### src/inc/tmc_defines.vh
`ifndef TMC_DEFINES_VH
`define TMC_DEFINES_VH
// ------------------------------------------------------------
// register byte addresses
// ------------------------------------------------------------
`define TMC_OFF_TIMER      8'h00
`define TMC_OFF_CTRL       8'h04
`define TMC_OFF_P5DIR      8'h08
`define TMC_OFF_P6DIR      8'h0C
`define TMC_OFF_P7DIR      8'h10
`define TMC_OFF_P6WAKE     8'h14
`define TMC_OFF_OPTION     8'h18
`define TMC_OFF_IRQEN      8'h1C
`define TMC_OFF_FLAGS      8'h20
`define TMC_OFF_CMD        8'h24
// ------------------------------------------------------------
// field positions
// ------------------------------------------------------------
`define TMC_CTRL_PULLUP_N  7
`define TMC_CTRL_GIE       6
`define TMC_CTRL_SRC       5
`define TMC_CTRL_EDGE      4
`define TMC_CTRL_ASSIGN    3
`define TMC_OPT_ODE        6
`define TMC_OPT_WATCHDOG_ENABLE       5
`define TMC_OPT_OSC        4
`define TMC_OPT_ROC        3
`define TMC_OPT_WAKE7_N    0
`define TMC_FLAG_EXT       3
`define TMC_FLAG_TMR       0
`define TMC_CMD_DISABLE    0
`define TMC_CMD_ENABLE     1
`define TMC_CMD_RETURN     2
`define TMC_CMD_WDTCLR     3
`define TMC_CMD_SLEEP      4
`define TMC_CMD_ENTRY      5
// ------------------------------------------------------------
// reset values and masks
// ------------------------------------------------------------
`define TMC_RST_CTRL       8'hBF
`define TMC_RST_DIR        8'hFF
`define TMC_RST_P6WAKE     8'hFF
`define TMC_RST_OPTION     8'h31
`define TMC_RST_ZERO       8'h00
`define TMC_MASK_OPTION    8'h79
`define TMC_MASK_FLAGS     8'h09
// ------------------------------------------------------------
// timing
// ------------------------------------------------------------
`define TMC_CLK_HZ         10000000
`define TMC_OST_TIME_MS    18
`define TMC_WDT_TIME_MS    18
`endif

### src/core/tmc_ctrl.v
`timescale 1ns/1ps
`include "tmc_defines.vh"
// Operation
// - falling edge on external interrupt pin sets sticky flag bit 3
// - timer overflow sets sticky flag bit 0
// - unused flag bits read zero; writes only clear flags, never set
// - flag register reads as flags ANDed with interrupt enables
// - control bit 7 low enables pull-ups on port 6 and two port 7 pins
// - control bit 6 global enable: cleared by disable/entry, set by enable/return
// - control bit 5 selects instruction clock or external timer pin
// - control bit 4 picks rising (0) or falling (1) pin edge
// - control bit 3 gives prescaler to timer (0) or watchdog (1)
// - ratio n divides timer by 2^(n+1), watchdog by 2^n
// - direction bit one means high impedance, zero drives output
// - port 6 wake bits active low per pin
// - option bit 6 sets open drain on two port 7 pins
// - watchdog enable works only while build option is zero
// - option bit 4 falling stops oscillator, rising restarts; wake sets it
// - after restart wait about 18 ms start-up before running
// - option bit 3 enables resistor-option read on two port 7 pins
// - option bit 0 active-low wake enable for two port 7 pins
// - enables bits 3 and 0; interrupt needs individual and global enable
// - prescaler clears on timer write or on watchdog clear/sleep, each only while assigned to that one
// - internal timer counts once per instruction cycle, Fosc/2 or Fosc/4
// - watchdog keeps running in sleep, time-out resets device, 18 ms base
module tmc_ctrl #(
   parameter OST_CYC = `TMC_OST_TIME_MS * (`TMC_CLK_HZ / 1000),
   parameter WDT_CYC = `TMC_WDT_TIME_MS * (`TMC_CLK_HZ / 1000)
) (
   input  wire        CLK_I,
   input  wire        RST_B_I,
   input  wire [7:0]  S_AXI_AWADDR_I,
   input  wire        S_AXI_AWVALID_I,
   output wire        S_AXI_AWREADY_O,
   input  wire [31:0] S_AXI_WDATA_I,
   input  wire [3:0]  S_AXI_WSTRB_I,
   input  wire        S_AXI_WVALID_I,
   output wire        S_AXI_WREADY_O,
   output reg  [1:0]  S_AXI_BRESP_O,
   output reg         S_AXI_BVALID_O,
   input  wire        S_AXI_BREADY_I,
   input  wire [7:0]  S_AXI_ARADDR_I,
   input  wire        S_AXI_ARVALID_I,
   output wire        S_AXI_ARREADY_O,
   output reg  [31:0] S_AXI_RDATA_O,
   output reg  [1:0]  S_AXI_RRESP_O,
   output reg         S_AXI_RVALID_O,
   input  wire        S_AXI_RREADY_I,
   input  wire        BUILD_WDT_OPT_I,
   input  wire        CLK_DIV4_OPT_I,
   input  wire        TIMER_PIN_I,
   input  wire        EXT_INT_N_I,
   input  wire [7:0]  P6_PIN_I,
   input  wire [1:0]  P7_WAKE_PIN_I,
   output wire [7:0]  P5_OE_O,
   output wire [7:0]  P6_OE_O,
   output wire [7:0]  P7_OE_O,
   output wire        PULLUP_EN_O,
   output wire [7:0]  P6_WAKE_EN_O,
   output wire        P7_WAKE_EN_O,
   output wire        OPEN_DRAIN_O,
   output wire        ROPT_READ_O,
   output wire        WDT_ACTIVE_O,
   output reg         WDT_RESET_O,
   output wire        IRQ_REQ_O,
   output wire        OSC_RUN_O,
   output wire        CPU_STALL_O
);
   // ------------------------------------------------------------
   // local constants
   // ------------------------------------------------------------
   localparam [2:0] ST_RUN   = 3'b001;
   localparam [2:0] ST_SLEEP = 3'b010;
   localparam [2:0] ST_START = 3'b100;
   localparam [23:0] OST_LAST = OST_CYC - 1;
   localparam [23:0] WDT_LAST = WDT_CYC - 1;
   localparam [1:0] RESP_OK  = 2'b00;
   localparam [1:0] RESP_DEC = 2'b11;

   // ------------------------------------------------------------
   // functions
   // ------------------------------------------------------------
   // true when the low k bits of cnt are all ones
   function prescale_hit;
      input [7:0] cnt;
      input [3:0] k;
      reg   [7:0] m;
      begin
         m = ~(8'hFF << k);
         prescale_hit = ((cnt & m) == m);
      end
   endfunction

   function addr_known;
      input [7:0] a;
      begin
         addr_known = (a == `TMC_OFF_TIMER) || (a == `TMC_OFF_CTRL) || (a == `TMC_OFF_P5DIR) ||
                      (a == `TMC_OFF_P6DIR) || (a == `TMC_OFF_P7DIR) || (a == `TMC_OFF_P6WAKE) ||
                      (a == `TMC_OFF_OPTION) || (a == `TMC_OFF_IRQEN) || (a == `TMC_OFF_FLAGS) ||
                      (a == `TMC_OFF_CMD);
      end
   endfunction

   // ------------------------------------------------------------
   // registers and state
   // ------------------------------------------------------------
   reg  [7:0]  timer_count;
   reg  [7:0]  timer_prescale_control;
   reg  [7:0]  port5_direction;
   reg  [7:0]  port6_direction;
   reg  [7:0]  port7_direction;
   reg  [7:0]  port6_wake_control;
   reg  [7:0]  watchdog_sleep_option;
   reg  [7:0]  interrupt_enables;
   reg  [7:0]  interrupt_flags;
   reg  [7:0]  prescaler;
   reg  [23:0] wdt_cnt;
   reg  [23:0] ost_cnt;
   reg  [2:0]  osc_state;
   reg  [1:0]  div_cnt;
   reg         aw_held;
   reg  [7:0]  aw_addr;
   reg         w_held;
   reg  [31:0] w_data;
   reg         w_lane0;
   reg  [10:0] sync1;
   reg  [10:0] sync2;
   reg  [1:0]  pin_last;

   // ------------------------------------------------------------
   // synchronisers
   // ------------------------------------------------------------
   wire        tmr_pin   = sync2[0];
   wire        int_n_pin = sync2[1];
   wire [7:0]  p6_pin    = sync2[9:2];
   wire        p7_low    = (sync2[10] == 1'b0);

   always @(posedge CLK_I) begin
      if (!RST_B_I) begin
         sync1    <= 11'h7FF;
         sync2    <= 11'h7FF;
         pin_last <= 2'h3;
      end else begin
         sync1    <= {&P7_WAKE_PIN_I, P6_PIN_I, EXT_INT_N_I, TIMER_PIN_I};
         sync2    <= sync1;
         pin_last <= {int_n_pin, tmr_pin};
      end
   end

   // ------------------------------------------------------------
   // register bus
   // ------------------------------------------------------------
   assign S_AXI_AWREADY_O = !aw_held && !S_AXI_BVALID_O;
   assign S_AXI_WREADY_O  = !w_held && !S_AXI_BVALID_O;
   assign S_AXI_ARREADY_O = !S_AXI_RVALID_O;

   wire wr_go = aw_held && w_held && !S_AXI_BVALID_O;
   wire wr_ok = wr_go && addr_known(aw_addr) && w_lane0;
   wire [7:0] wd = w_data[7:0];
   wire wr_timer  = wr_ok && (aw_addr == `TMC_OFF_TIMER);
   wire wr_ctrl   = wr_ok && (aw_addr == `TMC_OFF_CTRL);
   wire wr_option = wr_ok && (aw_addr == `TMC_OFF_OPTION);
   wire wr_flags  = wr_ok && (aw_addr == `TMC_OFF_FLAGS);
   wire wr_cmd    = wr_ok && (aw_addr == `TMC_OFF_CMD);
   wire cmd_dis   = wr_cmd && wd[`TMC_CMD_DISABLE];
   wire cmd_ena   = wr_cmd && (wd[`TMC_CMD_ENABLE] || wd[`TMC_CMD_RETURN]);
   wire cmd_entry = wr_cmd && wd[`TMC_CMD_ENTRY];
   wire cmd_wdclr = wr_cmd && (wd[`TMC_CMD_WDTCLR] || wd[`TMC_CMD_SLEEP]);

   always @(posedge CLK_I) begin
      if (!RST_B_I) begin
         aw_held        <= 1'b0;
         aw_addr        <= 8'h00;
         w_held         <= 1'b0;
         w_data         <= 32'h00000000;
         w_lane0        <= 1'b0;
         S_AXI_BVALID_O <= 1'b0;
         S_AXI_BRESP_O  <= RESP_OK;
      end else begin
         if (S_AXI_AWVALID_I && S_AXI_AWREADY_O) begin
            aw_held <= 1'b1;
            aw_addr <= {S_AXI_AWADDR_I[7:2], 2'b00};
         end
         if (S_AXI_WVALID_I && S_AXI_WREADY_O) begin
            w_held  <= 1'b1;
            w_data  <= S_AXI_WDATA_I;
            w_lane0 <= S_AXI_WSTRB_I[0];
         end
         if (wr_go) begin
            aw_held        <= 1'b0;
            w_held         <= 1'b0;
            S_AXI_BVALID_O <= 1'b1;
            S_AXI_BRESP_O  <= addr_known(aw_addr) ? RESP_OK : RESP_DEC;
         end else if (S_AXI_BVALID_O && S_AXI_BREADY_I) begin
            S_AXI_BVALID_O <= 1'b0;
         end
      end
   end

   reg [7:0] rd_val;
   wire [7:0] ar_addr = {S_AXI_ARADDR_I[7:2], 2'b00};
   always @* begin
      rd_val = 8'h00;
      case (ar_addr)
         `TMC_OFF_TIMER:  rd_val = timer_count;
         `TMC_OFF_CTRL:   rd_val = timer_prescale_control;
         `TMC_OFF_P5DIR:  rd_val = port5_direction;
         `TMC_OFF_P6DIR:  rd_val = port6_direction;
         `TMC_OFF_P7DIR:  rd_val = port7_direction;
         `TMC_OFF_P6WAKE: rd_val = port6_wake_control;
         `TMC_OFF_OPTION: rd_val = watchdog_sleep_option;
         `TMC_OFF_IRQEN:  rd_val = interrupt_enables;
         `TMC_OFF_FLAGS:  rd_val = interrupt_flags & interrupt_enables;
         default:         rd_val = 8'h00;
      endcase
   end

   always @(posedge CLK_I) begin
      if (!RST_B_I) begin
         S_AXI_RVALID_O <= 1'b0;
         S_AXI_RDATA_O  <= 32'h00000000;
         S_AXI_RRESP_O  <= RESP_OK;
      end else if (S_AXI_ARVALID_I && S_AXI_ARREADY_O) begin
         S_AXI_RVALID_O <= 1'b1;
         S_AXI_RDATA_O  <= {24'h000000, rd_val};
         S_AXI_RRESP_O  <= addr_known(ar_addr) ? RESP_OK : RESP_DEC;
      end else if (S_AXI_RVALID_O && S_AXI_RREADY_I) begin
         S_AXI_RVALID_O <= 1'b0;
      end
   end

   // ------------------------------------------------------------
   // instruction clock divider
   // ------------------------------------------------------------
   wire osc_on = osc_state[0];
   wire instr_en = osc_on && (CLK_DIV4_OPT_I ? (div_cnt == 2'd3) : div_cnt[0]);

   always @(posedge CLK_I) begin
      if (!RST_B_I)
         div_cnt <= 2'd0;
      else if (!osc_on)
         div_cnt <= 2'd0;
      else
         div_cnt <= div_cnt + 2'd1;
   end

   // ------------------------------------------------------------
   // timer, prescaler and watchdog
   // ------------------------------------------------------------
   wire [2:0] ratio  = timer_prescale_control[2:0];
   wire       to_wdt = timer_prescale_control[`TMC_CTRL_ASSIGN];
   wire pin_edge = timer_prescale_control[`TMC_CTRL_EDGE] ? (pin_last[0] && !tmr_pin) : (!pin_last[0] && tmr_pin);
   wire tmr_tick = timer_prescale_control[`TMC_CTRL_SRC] ? pin_edge : instr_en;
   wire tmr_step = tmr_tick && (to_wdt || prescale_hit(prescaler, {1'b0, ratio} + 4'd1));
   wire wdt_step = !to_wdt || prescale_hit(prescaler, {1'b0, ratio});
   wire pre_tick = to_wdt ? 1'b1 : tmr_tick;
   wire wdt_on   = !BUILD_WDT_OPT_I && watchdog_sleep_option[`TMC_OPT_WATCHDOG_ENABLE];
   wire wdt_clr  = cmd_wdclr;
   wire tmr_wrap = tmr_step && !wr_timer && (timer_count == 8'hFF);

   always @(posedge CLK_I) begin
      if (!RST_B_I) begin
         timer_count <= `TMC_RST_ZERO;
         prescaler   <= 8'h00;
      end else begin
         if (wr_timer)
            timer_count <= wd;
         else if (tmr_step)
            timer_count <= timer_count + 8'd1;
         if ((wr_timer && !to_wdt) || (wdt_clr && to_wdt))
            prescaler <= 8'h00;
         else if (pre_tick)
            prescaler <= prescaler + 8'd1;
      end
   end

   // free running, also in sleep, reset pulse on time-out
   always @(posedge CLK_I) begin
      if (!RST_B_I) begin
         wdt_cnt     <= 24'd0;
         WDT_RESET_O <= 1'b0;
      end else begin
         WDT_RESET_O <= 1'b0;
         if (wdt_clr || !wdt_on) begin
            wdt_cnt <= 24'd0;
         end else if (wdt_step) begin
            if (wdt_cnt == WDT_LAST) begin
               wdt_cnt     <= 24'd0;
               WDT_RESET_O <= 1'b1;
            end else begin
               wdt_cnt <= wdt_cnt + 24'd1;
            end
         end
      end
   end

   // ------------------------------------------------------------
   // interrupt flags and global enable
   // ------------------------------------------------------------
   // falling edge of interrupt pin
   wire ext_fall = pin_last[1] && !int_n_pin;
   reg  [7:0] next_flags;
   always @* begin
      next_flags = interrupt_flags;
      if (wr_flags)
         next_flags = interrupt_flags & wd;
      if (ext_fall)
         next_flags[`TMC_FLAG_EXT] = 1'b1;
      if (tmr_wrap)
         next_flags[`TMC_FLAG_TMR] = 1'b1;
      next_flags = next_flags & `TMC_MASK_FLAGS;
   end

   always @(posedge CLK_I) begin
      if (!RST_B_I) begin
         interrupt_flags        <= `TMC_RST_ZERO;
         interrupt_enables      <= `TMC_RST_ZERO;
         timer_prescale_control <= `TMC_RST_CTRL;
      end else begin
         interrupt_flags <= next_flags;
         if (wr_ok && (aw_addr == `TMC_OFF_IRQEN))
            interrupt_enables <= wd & `TMC_MASK_FLAGS;
         if (wr_ctrl)
            timer_prescale_control <= {wd[7], timer_prescale_control[`TMC_CTRL_GIE], wd[5:0]};
         if (cmd_dis || cmd_entry)
            timer_prescale_control[`TMC_CTRL_GIE] <= 1'b0;
         else if (cmd_ena)
            timer_prescale_control[`TMC_CTRL_GIE] <= 1'b1;
      end
   end

   assign IRQ_REQ_O = timer_prescale_control[`TMC_CTRL_GIE] && |(interrupt_flags & interrupt_enables);

   // ------------------------------------------------------------
   // port control registers
   // ------------------------------------------------------------
   always @(posedge CLK_I) begin
      if (!RST_B_I) begin
         port5_direction    <= `TMC_RST_DIR;
         port6_direction    <= `TMC_RST_DIR;
         port7_direction    <= `TMC_RST_DIR;
         port6_wake_control <= `TMC_RST_P6WAKE;
      end else begin
         if (wr_ok && (aw_addr == `TMC_OFF_P5DIR))
            port5_direction <= wd;
         if (wr_ok && (aw_addr == `TMC_OFF_P6DIR))
            port6_direction <= wd;
         if (wr_ok && (aw_addr == `TMC_OFF_P7DIR))
            port7_direction <= wd;
         if (wr_ok && (aw_addr == `TMC_OFF_P6WAKE))
            port6_wake_control <= wd;
      end
   end

   assign P5_OE_O = ~port5_direction;
   assign P6_OE_O = ~port6_direction;
   assign P7_OE_O = ~port7_direction;
   assign PULLUP_EN_O  = !timer_prescale_control[`TMC_CTRL_PULLUP_N];
   assign P6_WAKE_EN_O = ~port6_wake_control;
   assign P7_WAKE_EN_O = !watchdog_sleep_option[`TMC_OPT_WAKE7_N];
   assign OPEN_DRAIN_O = watchdog_sleep_option[`TMC_OPT_ODE];
   assign ROPT_READ_O  = watchdog_sleep_option[`TMC_OPT_ROC];
   assign WDT_ACTIVE_O = wdt_on;

   // ------------------------------------------------------------
   // oscillator control and start-up delay
   // ------------------------------------------------------------
   // wake is a low level, sampled only in the sleep state, so a held pin sets the bit once
   wire wake_lvl = (|(~p6_pin & ~port6_wake_control)) || (p7_low && P7_WAKE_EN_O);
   wire hw_wake  = osc_state[1] && wake_lvl;
   reg  [7:0] next_option;
   always @* begin
      next_option = watchdog_sleep_option;
      if (wr_option)
         next_option = wd & `TMC_MASK_OPTION;
      // hardware wake sets the oscillator and watchdog enable bits, winning over a clear
      if (hw_wake) begin
         next_option[`TMC_OPT_OSC]  = 1'b1;
         next_option[`TMC_OPT_WATCHDOG_ENABLE] = 1'b1;
      end
   end

   wire osc_bit  = watchdog_sleep_option[`TMC_OPT_OSC];
   wire osc_fall = osc_bit && !next_option[`TMC_OPT_OSC];
   wire osc_rise = !osc_bit && next_option[`TMC_OPT_OSC];

   always @(posedge CLK_I) begin
      if (!RST_B_I) begin
         watchdog_sleep_option <= `TMC_RST_OPTION;
         osc_state             <= ST_RUN;
         ost_cnt               <= 24'd0;
      end else begin
         watchdog_sleep_option <= next_option;
         case (osc_state)
            ST_RUN: begin
               if (osc_fall)
                  osc_state <= ST_SLEEP;
            end
            ST_SLEEP: begin
               if (osc_rise) begin
                  osc_state <= ST_START;
                  ost_cnt   <= 24'd0;
               end
            end
            ST_START: begin
               if (ost_cnt == OST_LAST)
                  osc_state <= ST_RUN;
               else
                  ost_cnt <= ost_cnt + 24'd1;
            end
            default: osc_state <= ST_RUN;
         endcase
      end
   end

   // instruction clock is held off during start-up, the bus stays live
   assign OSC_RUN_O   = !osc_state[1];
   assign CPU_STALL_O = !osc_state[0];

endmodule // tmc_ctrl

### config.mk
export PLATFORM = sky130hd
export DESIGN_NAME = tmc_ctrl
export DESIGN_NICKNAME = d
export VERILOG_FILES = /design/src/core/tmc_ctrl.v
export VERILOG_INCLUDE_DIRS = /design/src /design/src/inc
export SDC_FILE = /design/constraint.sdc
export NUM_CORES = 1
export LEC_CHECK = 0
export BUFFER_PORTS_ARGS = -buffer_cell sky130_fd_sc_hd__buf_2
export CAP_MARGIN = 0
export CORE_MARGIN = 2
export CORE_UTILIZATION = 45
export CTS_CLUSTER_SIZE = 30
export DETAILED_ROUTE_END_ITERATION = 6
export GPL_ROUTABILITY_DRIVEN = 0
export GPL_TIMING_DRIVEN = 0
export PLACE_DENSITY = 0.78
export SLEW_MARGIN = 30
export SYNTH_ARGS = -nofsm -noshare
export SYNTH_HDL_FRONTEND = slang
export SYNTH_SLANG_ARGS = --single-unit
### constraint.sdc
create_clock -name CLK_I -period 5.4 [get_ports CLK_I]
set_input_delay 0.54 -clock CLK_I [delete_from_list [all_inputs] [get_ports CLK_I]]
set_output_delay 0.54 -clock CLK_I [all_outputs]
set_load 0.05 [all_outputs]
==> flow_summary.toml, run 1 <==
[clock_network]
postCtsSetupRepairBufs = 0
numCtsBuffers = 17
cts_tree = "yes"
cts_resized = 0
insertion_delay_ns = 0.44
cts_buffer_depth = 2
h-tree-depth = 4
clock-root-buffer = "clkbuf_16"
cts_sinks = 172
ctsHoldBuffers = 0
path_clk_slew_ns = 0.07

[global_route]
track_usage = 0.2295
grt-ovfl-total = 0
grt_max_degree = 18
antenna_found_initial = 0
grt_pass1_vias = 7094
grt_pass1_wl_um = 36060

[detailed_routing]
wirelength_um = 22570
via_per_inst = 5.688
wl_met2_um = 10400
drt_iter0_markers = 937
dr.pass1.iters = 5
wire_per_inst_um = 16.97
vias = 7565
drtAntennaViolNets = 0
wl_met3_um = 1956
drc_errors = 0
routedLengthMet1_um = 9463
top_layer = "met4"

[critical_path]
crit_path_max_incr_delay_ns = 0.49
path_cells = "inv_1, ha_1, or2_2, a31o_2, a21boi_1, buf_2, buf_4, buf_4, mux2i_1, nor2_1"
crit_path_start = "timer_prescale_control[1]"
r2r_slack_ns = 2.75
crit_path_start_kind = "flop"
end_kind = "flop"
crit_required_ns = 5.72
cp_max_fo = 10
reg2reg_from = "timer_prescale_control[1]"
cp.buffers_inverters = 4
critPathMostFrequentCell = "buf_4"
slowest_stage = "dfxtp_1"
crit_type = "flop to flop"
worstPathArrival_ns = 2.97
crit_family = "buffers and inverters"

[timing]
skew_ns = 0.009829
rsz0062_at_grt = "no"
maxSlewHeadroom = 0.4486
finalHoldViolations = 0
fin_crit_ns = 2.648
tightest_slew_ns = 0.8272
fmax_ghz = 0.3777
finalSetupTns_ns = 0
setup_viol = 0
slew_viol_final = 0
min_period_over_period = 0.4904

[cells_and_area]
syn2layout_area_growth_pct = 18.02
final_nets = 1171
antennaDiodeCount = 0
finish.utilization = 0.5446
final_layout_size_suffix_gt1_frac = 0.1998

[hold_path]
hp-start = "P6_PIN_I[1]"
hold_class = "input port to flop"

[pwr]
pwr-share-seq = 0.459
switching_share = 0.2599
clock_power_share = 0.457
power.leakage_nw = 4.137
pwr-share-comb = 0.084
power_density_nw_per_um2 = 291.5
vdd_drop_max_mv = 0.2575
internal_power_mw = 2.117
power_switching_uw = 743.6

[place]
post-dp-hpwl_um = 16410
io_buffer_count = 99

[synthesis]
yosysSeqAreaShare = 0.4140
synth_top_area_cell = "dfxtp_1"
synth_area_leaders = "dfxtp_1 (41%), nand2_1 (4.4%), mux2i_1 (3.9%)"
yosys_warnings = 0
synth_commonest_cells = "dfxtp_1 (172), nand2_1 (98), nand3_1 (53)"
synth_cell_types = 81
syn_inst = 947
syn_avg_cell_area_sq_um = 8.782
synth-edff-count = 0
yosysTopAreaCellShare = 0.4140
async_flop_share = 0
yosys_register_bits = 172
synth.most_common_cell = "dfxtp_1"
synthFlopType = "dfxtp_1"
mappedNetlistArea_sq_um = 8317

[flow_run]
drv_cap = 0

[die]
core.rowCount = 49
design.portCount = 155
die_y_um = 139.9
die-area_sq_um = 19580
core-area_sq_um = 18020
die_w_um = 139.9
initial_core_util = 0.4614

[run_status]
status = "finished, final reports clean"
-- cell families after synthesis --
family	synth area share
other	0.0004509
adder cells (fa/ha/maj)	0.01504
AO/OA/AOI/OAI	0.1644
multiplexers	0.06153
buffers and inverters	0.07733
flip-flops	0.4140
AND/OR/NAND/NOR	0.2482
XOR/XNOR	0.01896
-- final timing paths --
check | to | cells after the start
worst max register to register | wdt_cnt[1] | 10
worst min-delay path | sync1[3] | 2
worst max-delay path | wdt_cnt[1] | 10
worst min register to register | sync2[10] | 1
-- metrics by stage --
| stage | total power [mW] | setup WS [ns] | cells | instance area, sq um | hold slack, ns |
|---|---|---|---|---|---|
| 6_report | 2.861 | 2.752 | 1330 | 9816 | 0.2764 |
| 5_1_grt | 2.939 | 2.536 | 1330 | 9816 | 0.2799 |
| 4_1_cts | 2.865 | 2.754 | 1330 | 9816 | 0.2704 |
| 3_5_place_dp | 1.577 | 2.773 | 1298 | 9191 | 0.3914 |
| 3_3_place_gp | 1.573 | 2.824 | 1298 | 9185 | 0.3882 |
| 2_1_floorplan | 1.510 | 3.211 | 970 | 8403 | 0.3863 |
-- cells in the final DEF (no fill, tap or decap), types with 6 or more instances in the layout --
cell,n
a211oi_1,6
a21boi_0,7
a21oi_1,37
a31oi_1,12
and3_1,8
buf_2,111
buf_4,29
clkbuf_1,30
clkbuf_16,17
conb_1,24
dfxtp_1,172
ha_1,10
inv_1,52
mux2i_1,32
mux4_2,8
nand2_1,98
nand2b_1,27
nand3_1,53
nand3b_1,7
nand4_1,17
nor2_1,41
nor2b_1,30
nor3_1,12
nor4_1,6
o211ai_1,28
o21ai_0,41
o31ai_1,21
or3_1,13
or4_1,22
xnor2_1,8
xor2_1,10
-- sequential cells by signal (all words and copies together), names as in the netlist, 3 cells and up --
name                    count
sync2                      11
osc_state                   3
prescaler                   8
S_AXI_RDATA_O               8
port6_direction             8
timer_prescale_control      8
wdt_cnt                    24
port7_direction             8
w_data                      8
watchdog_sleep_option       5
port6_wake_control          8
port5_direction             8
timer_count                 8
sync1                      11
aw_addr                     6
ost_cnt                    24
-- power groups by stage --
stage / registers (mW) / logic [mW] / clock network, mW
after floorplan: 1.34 / 0.168 / 0
after global placement: 1.34 / 0.232 / 0
after detailed placement: 1.34 / 0.235 / 0
after CTS: 1.31 / 0.237 / 1.32
after global routing: 1.32 / 0.255 / 1.37
final: 1.31 / 0.240 / 1.31
-- routing by layer --
layer | global-route usage | vias to the layer above
met3 | 0.05846 | 63
met2 | 0.3674 | 342
met5 | 0 | -
li1 | - | 3624
met4 | 0.09947 | 0
met1 | 0.2947 | 3536
-- final cells by class --
type | count | area [sq um]
Buffer | 80 | 447.9
Clock buffer | 17 | 425.4
Clock inverter | 15 | 198.9
Fill cell | 1635 | 8209
Inverter | 52 | 195.2
Multi-Input combinational cell | 666 | 4323
Sequential cell | 172 | 3443
Tap cell | 229 | 286.5
Timing Repair Buffer | 99 | 495.5
(Power assumes the default switching activity.)
==> run 2: changes to the inputs <==
clock period = 2.6 ns   (was 5.4 ns; I/O delays follow)
==> flow_summary.toml, run 2 (synthesized netlist as in run 1, its figures left out) <==
[run_status]
status = "finished, final reports clean"

[global_route]
grt_pass1_vias = 7128
antenna_found_initial = 0
grt-ovfl-total = 0
grt_max_degree = 18
use_met2 = 0.3689
busiest_layer = "met2"
track_usage = 0.2299
grt_pass1_wl_um = 36130
use_met1 = 0.2944
met3_usage = 0.05846

[clock_network]
numCtsBuffers = 17
cts_buffer_depth = 2
h-tree-depth = 4
insertion_delay_ns = 0.44
cts_tree = "yes"
clock-root-buffer = "clkbuf_16"
cts_sinks = 172
postCtsSetupRepairBufs = 0
path_clk_slew_ns = 0.07

[timing]
finalSetupTns_ns = 0
hold_slack_ns = 0.01381
skew_ns = 0.009221
setup_viol = 0
min_period_over_period = 0.9589
worst_slack_ns = 0.1069
rsz0062_at_grt = "no"
tightest_slew_ns = 0.8280
fin_crit_ns = 2.493
maxSlewHeadroom = 0.4480
slew_viol_final = 0
fmax_ghz = 0.4011
finalHoldViolations = 0

[cells_and_area]
fill_cells = 1629
syn2layout_area_growth_pct = 19.29
antennaDiodeCount = 0
final_nets = 1180
final_layout_size_suffix_gt1_frac = 0.2027
reg_top3 = "ost_cnt (24), wdt_cnt (24)"
final_common_cell = "dfxtp_1"
final_cell_mix = "dfxtp_1 (170), buf_2 (110), nand2_1 (98), nand3_1 (53), inv_1 (52)"
finish.utilization = 0.5504

[die]
initial_core_util = 0.4614
core-area_sq_um = 18020
die-area_sq_um = 19580
die_y_um = 139.9
design.portCount = 155
core.rowCount = 49
die_w_um = 139.9

[critical_path]
crit_required_ns = 2.89
crit_path_start_kind = "flop"
rr_endpoint = "prescaler[2]"
r2r_slack_ns = 0.11
cp_max_fo = 9
reg2reg_from = "aw_addr[3]"
end_kind = "flop"
crit_type = "flop to flop"
worst-r2r-cell-count = 4
worstPathArrival_ns = 2.79

[place]
io_buffer_count = 99
post-dp-hpwl_um = 16410
dp_slack_ns = -0.02658

[hold_path]
hp-start = "P6_PIN_I[2]"
min_path_cells = 2
hold_class = "input port to flop"
whs_endpoint = "sync1[4]"

[detailed_routing]
drt_iter0_markers = 835
drtAntennaViolNets = 0
wire_per_inst_um = 16.85
vias = 7640
drc_errors = 0
dr.pass1.iters = 6
wirelength_um = 22560
via_per_inst = 5.706

[pwr]
power_density_nw_per_um2 = 599.5
vdd_drop_max_mv = 0.5328
power.leakage_nw = 4.179
p_total_mw = 5.947

[flow_run]
drv_cap = 0
-- run 2: routing by layer --
metal | wire, um | part of all wire
met5 | 0 | 0
met4 | 751 | 0.033
met3 | 1918 | 0.085
met2 | 10400 | 0.46
met1 | 9490 | 0.42
-- run 2: critical path, cell delays in order, from the launching register on --
cell and delay, ns:
dfxtp_1 0.38, nor2_1 0.53, nand4b_1 0.52, o211ai_1 0.78, nor2_1 0.12
-- run 2: what timing repair did --
item,in CTS,in global routing
endpoints found under the setup margin,1,21
resized for setup,1,7
hold endpoints to repair,9,0
pin swaps,0,0
hold buffers,9,0
-- run 2: final cells by class --
cell class,count,area (sq um),area share
buffer,80,451.7,0.04553
clock buffer,17,425.4,0.04288
clock inverter,15,198.9,0.02005
inverter,52,195.2,0.01967
multi-input combinational,666,4332,0.4366
sequential,172,3446,0.3473
tap,229,286.5,0.02888
timing repair buffer,108,585.6,0.05902
-- run 2: worst max-delay path by stage --
stage                                          from              to  slack, ns  depth (start not counted)
after floorplan           timer_prescale_control[1]  timer_count[5]       0.41                          9
after global placement    timer_prescale_control[1]      wdt_cnt[1]       0.02                         10
after detailed placement  timer_prescale_control[1]      wdt_cnt[1]      -0.03                         10
after CTS                 timer_prescale_control[0]      wdt_cnt[1]       0.03                         10
after global routing                     aw_addr[3]    prescaler[1]       0.01                          4
final                                    aw_addr[3]    prescaler[2]       0.11                          4
-- run 2: through the flow --
step	instance area, sq um	std cells
floorplan	8403	970
global placement	9185	1298
detailed placement	9191	1298
CTS	9907	1339
global route	9921	1339
finish	9921	1339
-- run 2: report_power, final --
group / switching (mW) / total, mW / internal [mW]
sequential: 0.0443 / 2.73 / 2.68
clock: 1.16 / 2.71 / 1.55
combinational: 0.335 / 0.509 / 0.174
==> run 3: changes to the inputs <==
==> constraint.sdc (replaced) <==
create_clock -name CLK_I -period 2.6 [get_ports CLK_I]
set_input_delay 0.13 -clock CLK_I [delete_from_list [all_inputs] [get_ports CLK_I]]
set_output_delay 0.13 -clock CLK_I [all_outputs]
set_load 0.05 [all_outputs]
==> flow_summary.toml, run 3 (synthesized netlist as in run 1, its figures left out) <==
[cells_and_area]
final_layout_size_suffix_gt1_frac = 0.1991
final_common_cell = "dfxtp_1"
stdcell_count = 1360
final_nets = 1200
final_cell_mix = "dfxtp_1 (170), buf_2 (110), nand2_1 (98), nand3_1 (53), inv_1 (52)"
reg_top3 = "ost_cnt (24), wdt_cnt (24)"
syn2layout_area_growth_pct = 21.72
finish.utilization = 0.5616
fill_cells = 1591

[detailed_routing]
drt_iter0_markers = 829
wire_per_inst_um = 16.97
dr.pass1.iters = 6
wirelength_um = 23080
drc_errors = 0
vias = 7772
via_per_inst = 5.715
drtAntennaViolNets = 0

[die]
die_w_um = 139.9
die_y_um = 139.9
die-area_sq_um = 19580
design.portCount = 155
initial_core_util = 0.4614
core-area_sq_um = 18020
core.rowCount = 49

[global_route]
grt-ovfl-total = 0
track_usage = 0.2358
antenna_found_initial = 1
grt_pass1_wl_um = 37080
grt_max_degree = 18
grt_pass1_vias = 7268

[timing]
finalHoldViolations = 0
maxSlewHeadroom = 0.4430
finalSetupTns_ns = 0
setup_viol = 0
rsz0062_at_grt = "no"
skew_ns = 0.009899
fin_crit_ns = 2.455
min_period_over_period = 0.9443
slew_viol_final = 0
tightest_slew_ns = 0.8355
fmax_ghz = 0.4073

[critical_path]
worstPathArrival_ns = 2.75
crit_path_start_kind = "flop"
crit_type = "flop to flop"
cp_max_fo = 9
crit_required_ns = 2.89
r2r_slack_ns = 0.14
end_kind = "flop"

[clock_network]
clock-root-buffer = "clkbuf_16"
numCtsBuffers = 17
path_clk_slew_ns = 0.07
insertion_delay_ns = 0.44
cts_buffer_depth = 2
h-tree-depth = 4
cts_sinks = 172
cts_tree = "yes"

[pwr]
switching_share = 0.2596
internal_power_mw = 4.427
power_density_nw_per_um2 = 590.7
power_switching_mw = 1.552
pwr-share-seq = 0.456
p_total_mw = 5.979
power.leakage_nw = 4.263
vdd_drop_max_mv = 0.5357
clock_power_share = 0.454
pwr-share-comb = 0.090

[place]
post-dp-hpwl_um = 16410
placed_cells = 1298
io_buffer_count = 99

[hold_path]
hold_class = "input port to flop"

[flow_run]
drv_cap = 0

[run_status]
status = "finished, final reports clean"
## run 3: cell count changes in the layout (fill, tap and decap cells not counted), sizes merged
cell	before	now
diode	0	1
dlygate4sd3	9	29
## run 3: per-stage QoR
stage	setup WS (ns)	hold slack, ns	cell area, sq um
2_1_floorplan	0.4114	0.2315	8403
3_3_place_gp	0.02415	0.3161	9185
3_5_place_dp	-0.02658	0.3125	9191
4_1_cts	0.03443	0.005048	10110
5_1_grt	0.01046	0.03328	10120
6_report	0.1447	0.01583	10120
## run 3: power by group through the flow
stage,sequential (mW),clock [mW],combinational [mW]
2_1_floorplan,2.79,0,0.348
3_3_place_gp,2.78,0,0.483
3_5_place_dp,2.79,0,0.489
4_1_cts,2.73,2.73,0.526
5_1_grt,2.73,2.85,0.568
6_report,2.73,2.71,0.537
## run 3: cell type report
type                            count  area (sq um)  share of cell area
Sequential cell                   172          3446              0.3404
Clock inverter                     15         198.9             0.01965
Clock buffer                       17         425.4             0.04202
Inverter                           52         195.2             0.01928
Timing Repair Buffer              128         785.8             0.07762
Tap cell                          229         286.5             0.02830
Multi-Input combinational cell    666          4332              0.4279
Antenna cell                        1         2.502           0.0002472
Buffer                             80         451.7             0.04462
## run 3: layer usage
layer  routed length, um  global-route usage  vias up
met2               10790              0.3823      348
met5                   0                   0        -
met3                1932             0.05880       68
li1                    -                   -     3685
met4                 795              0.1016        0
met1                9570              0.2995     3671
## run 3: final timing paths
check	cells after the start	end	start
hold / removal	3	S_AXI_RRESP_O[0]	S_AXI_ARADDR_I[5]
setup reg to reg	4	prescaler[2]	aw_addr[3]
setup / recovery	4	prescaler[2]	aw_addr[3]
hold reg to reg	1	sync2[10]	sync1[10]
## run 3: critical path, cell delays in order (launching register included)
cell and delay [ns]:
dfxtp_1 0.39, nor2_1 0.53, nand4b_1 0.50, o211ai_1 0.76
nor2_1 0.12
## run 3: repair_timing
item | CTS | global route
setup buffers | 0 | 0
setup endpoints to repair | 1 | 21
hold endpoints to repair | 27 | 0
gates cloned | 0 | 0
resized for setup | 1 | 7
hold buffers | 29 | 0
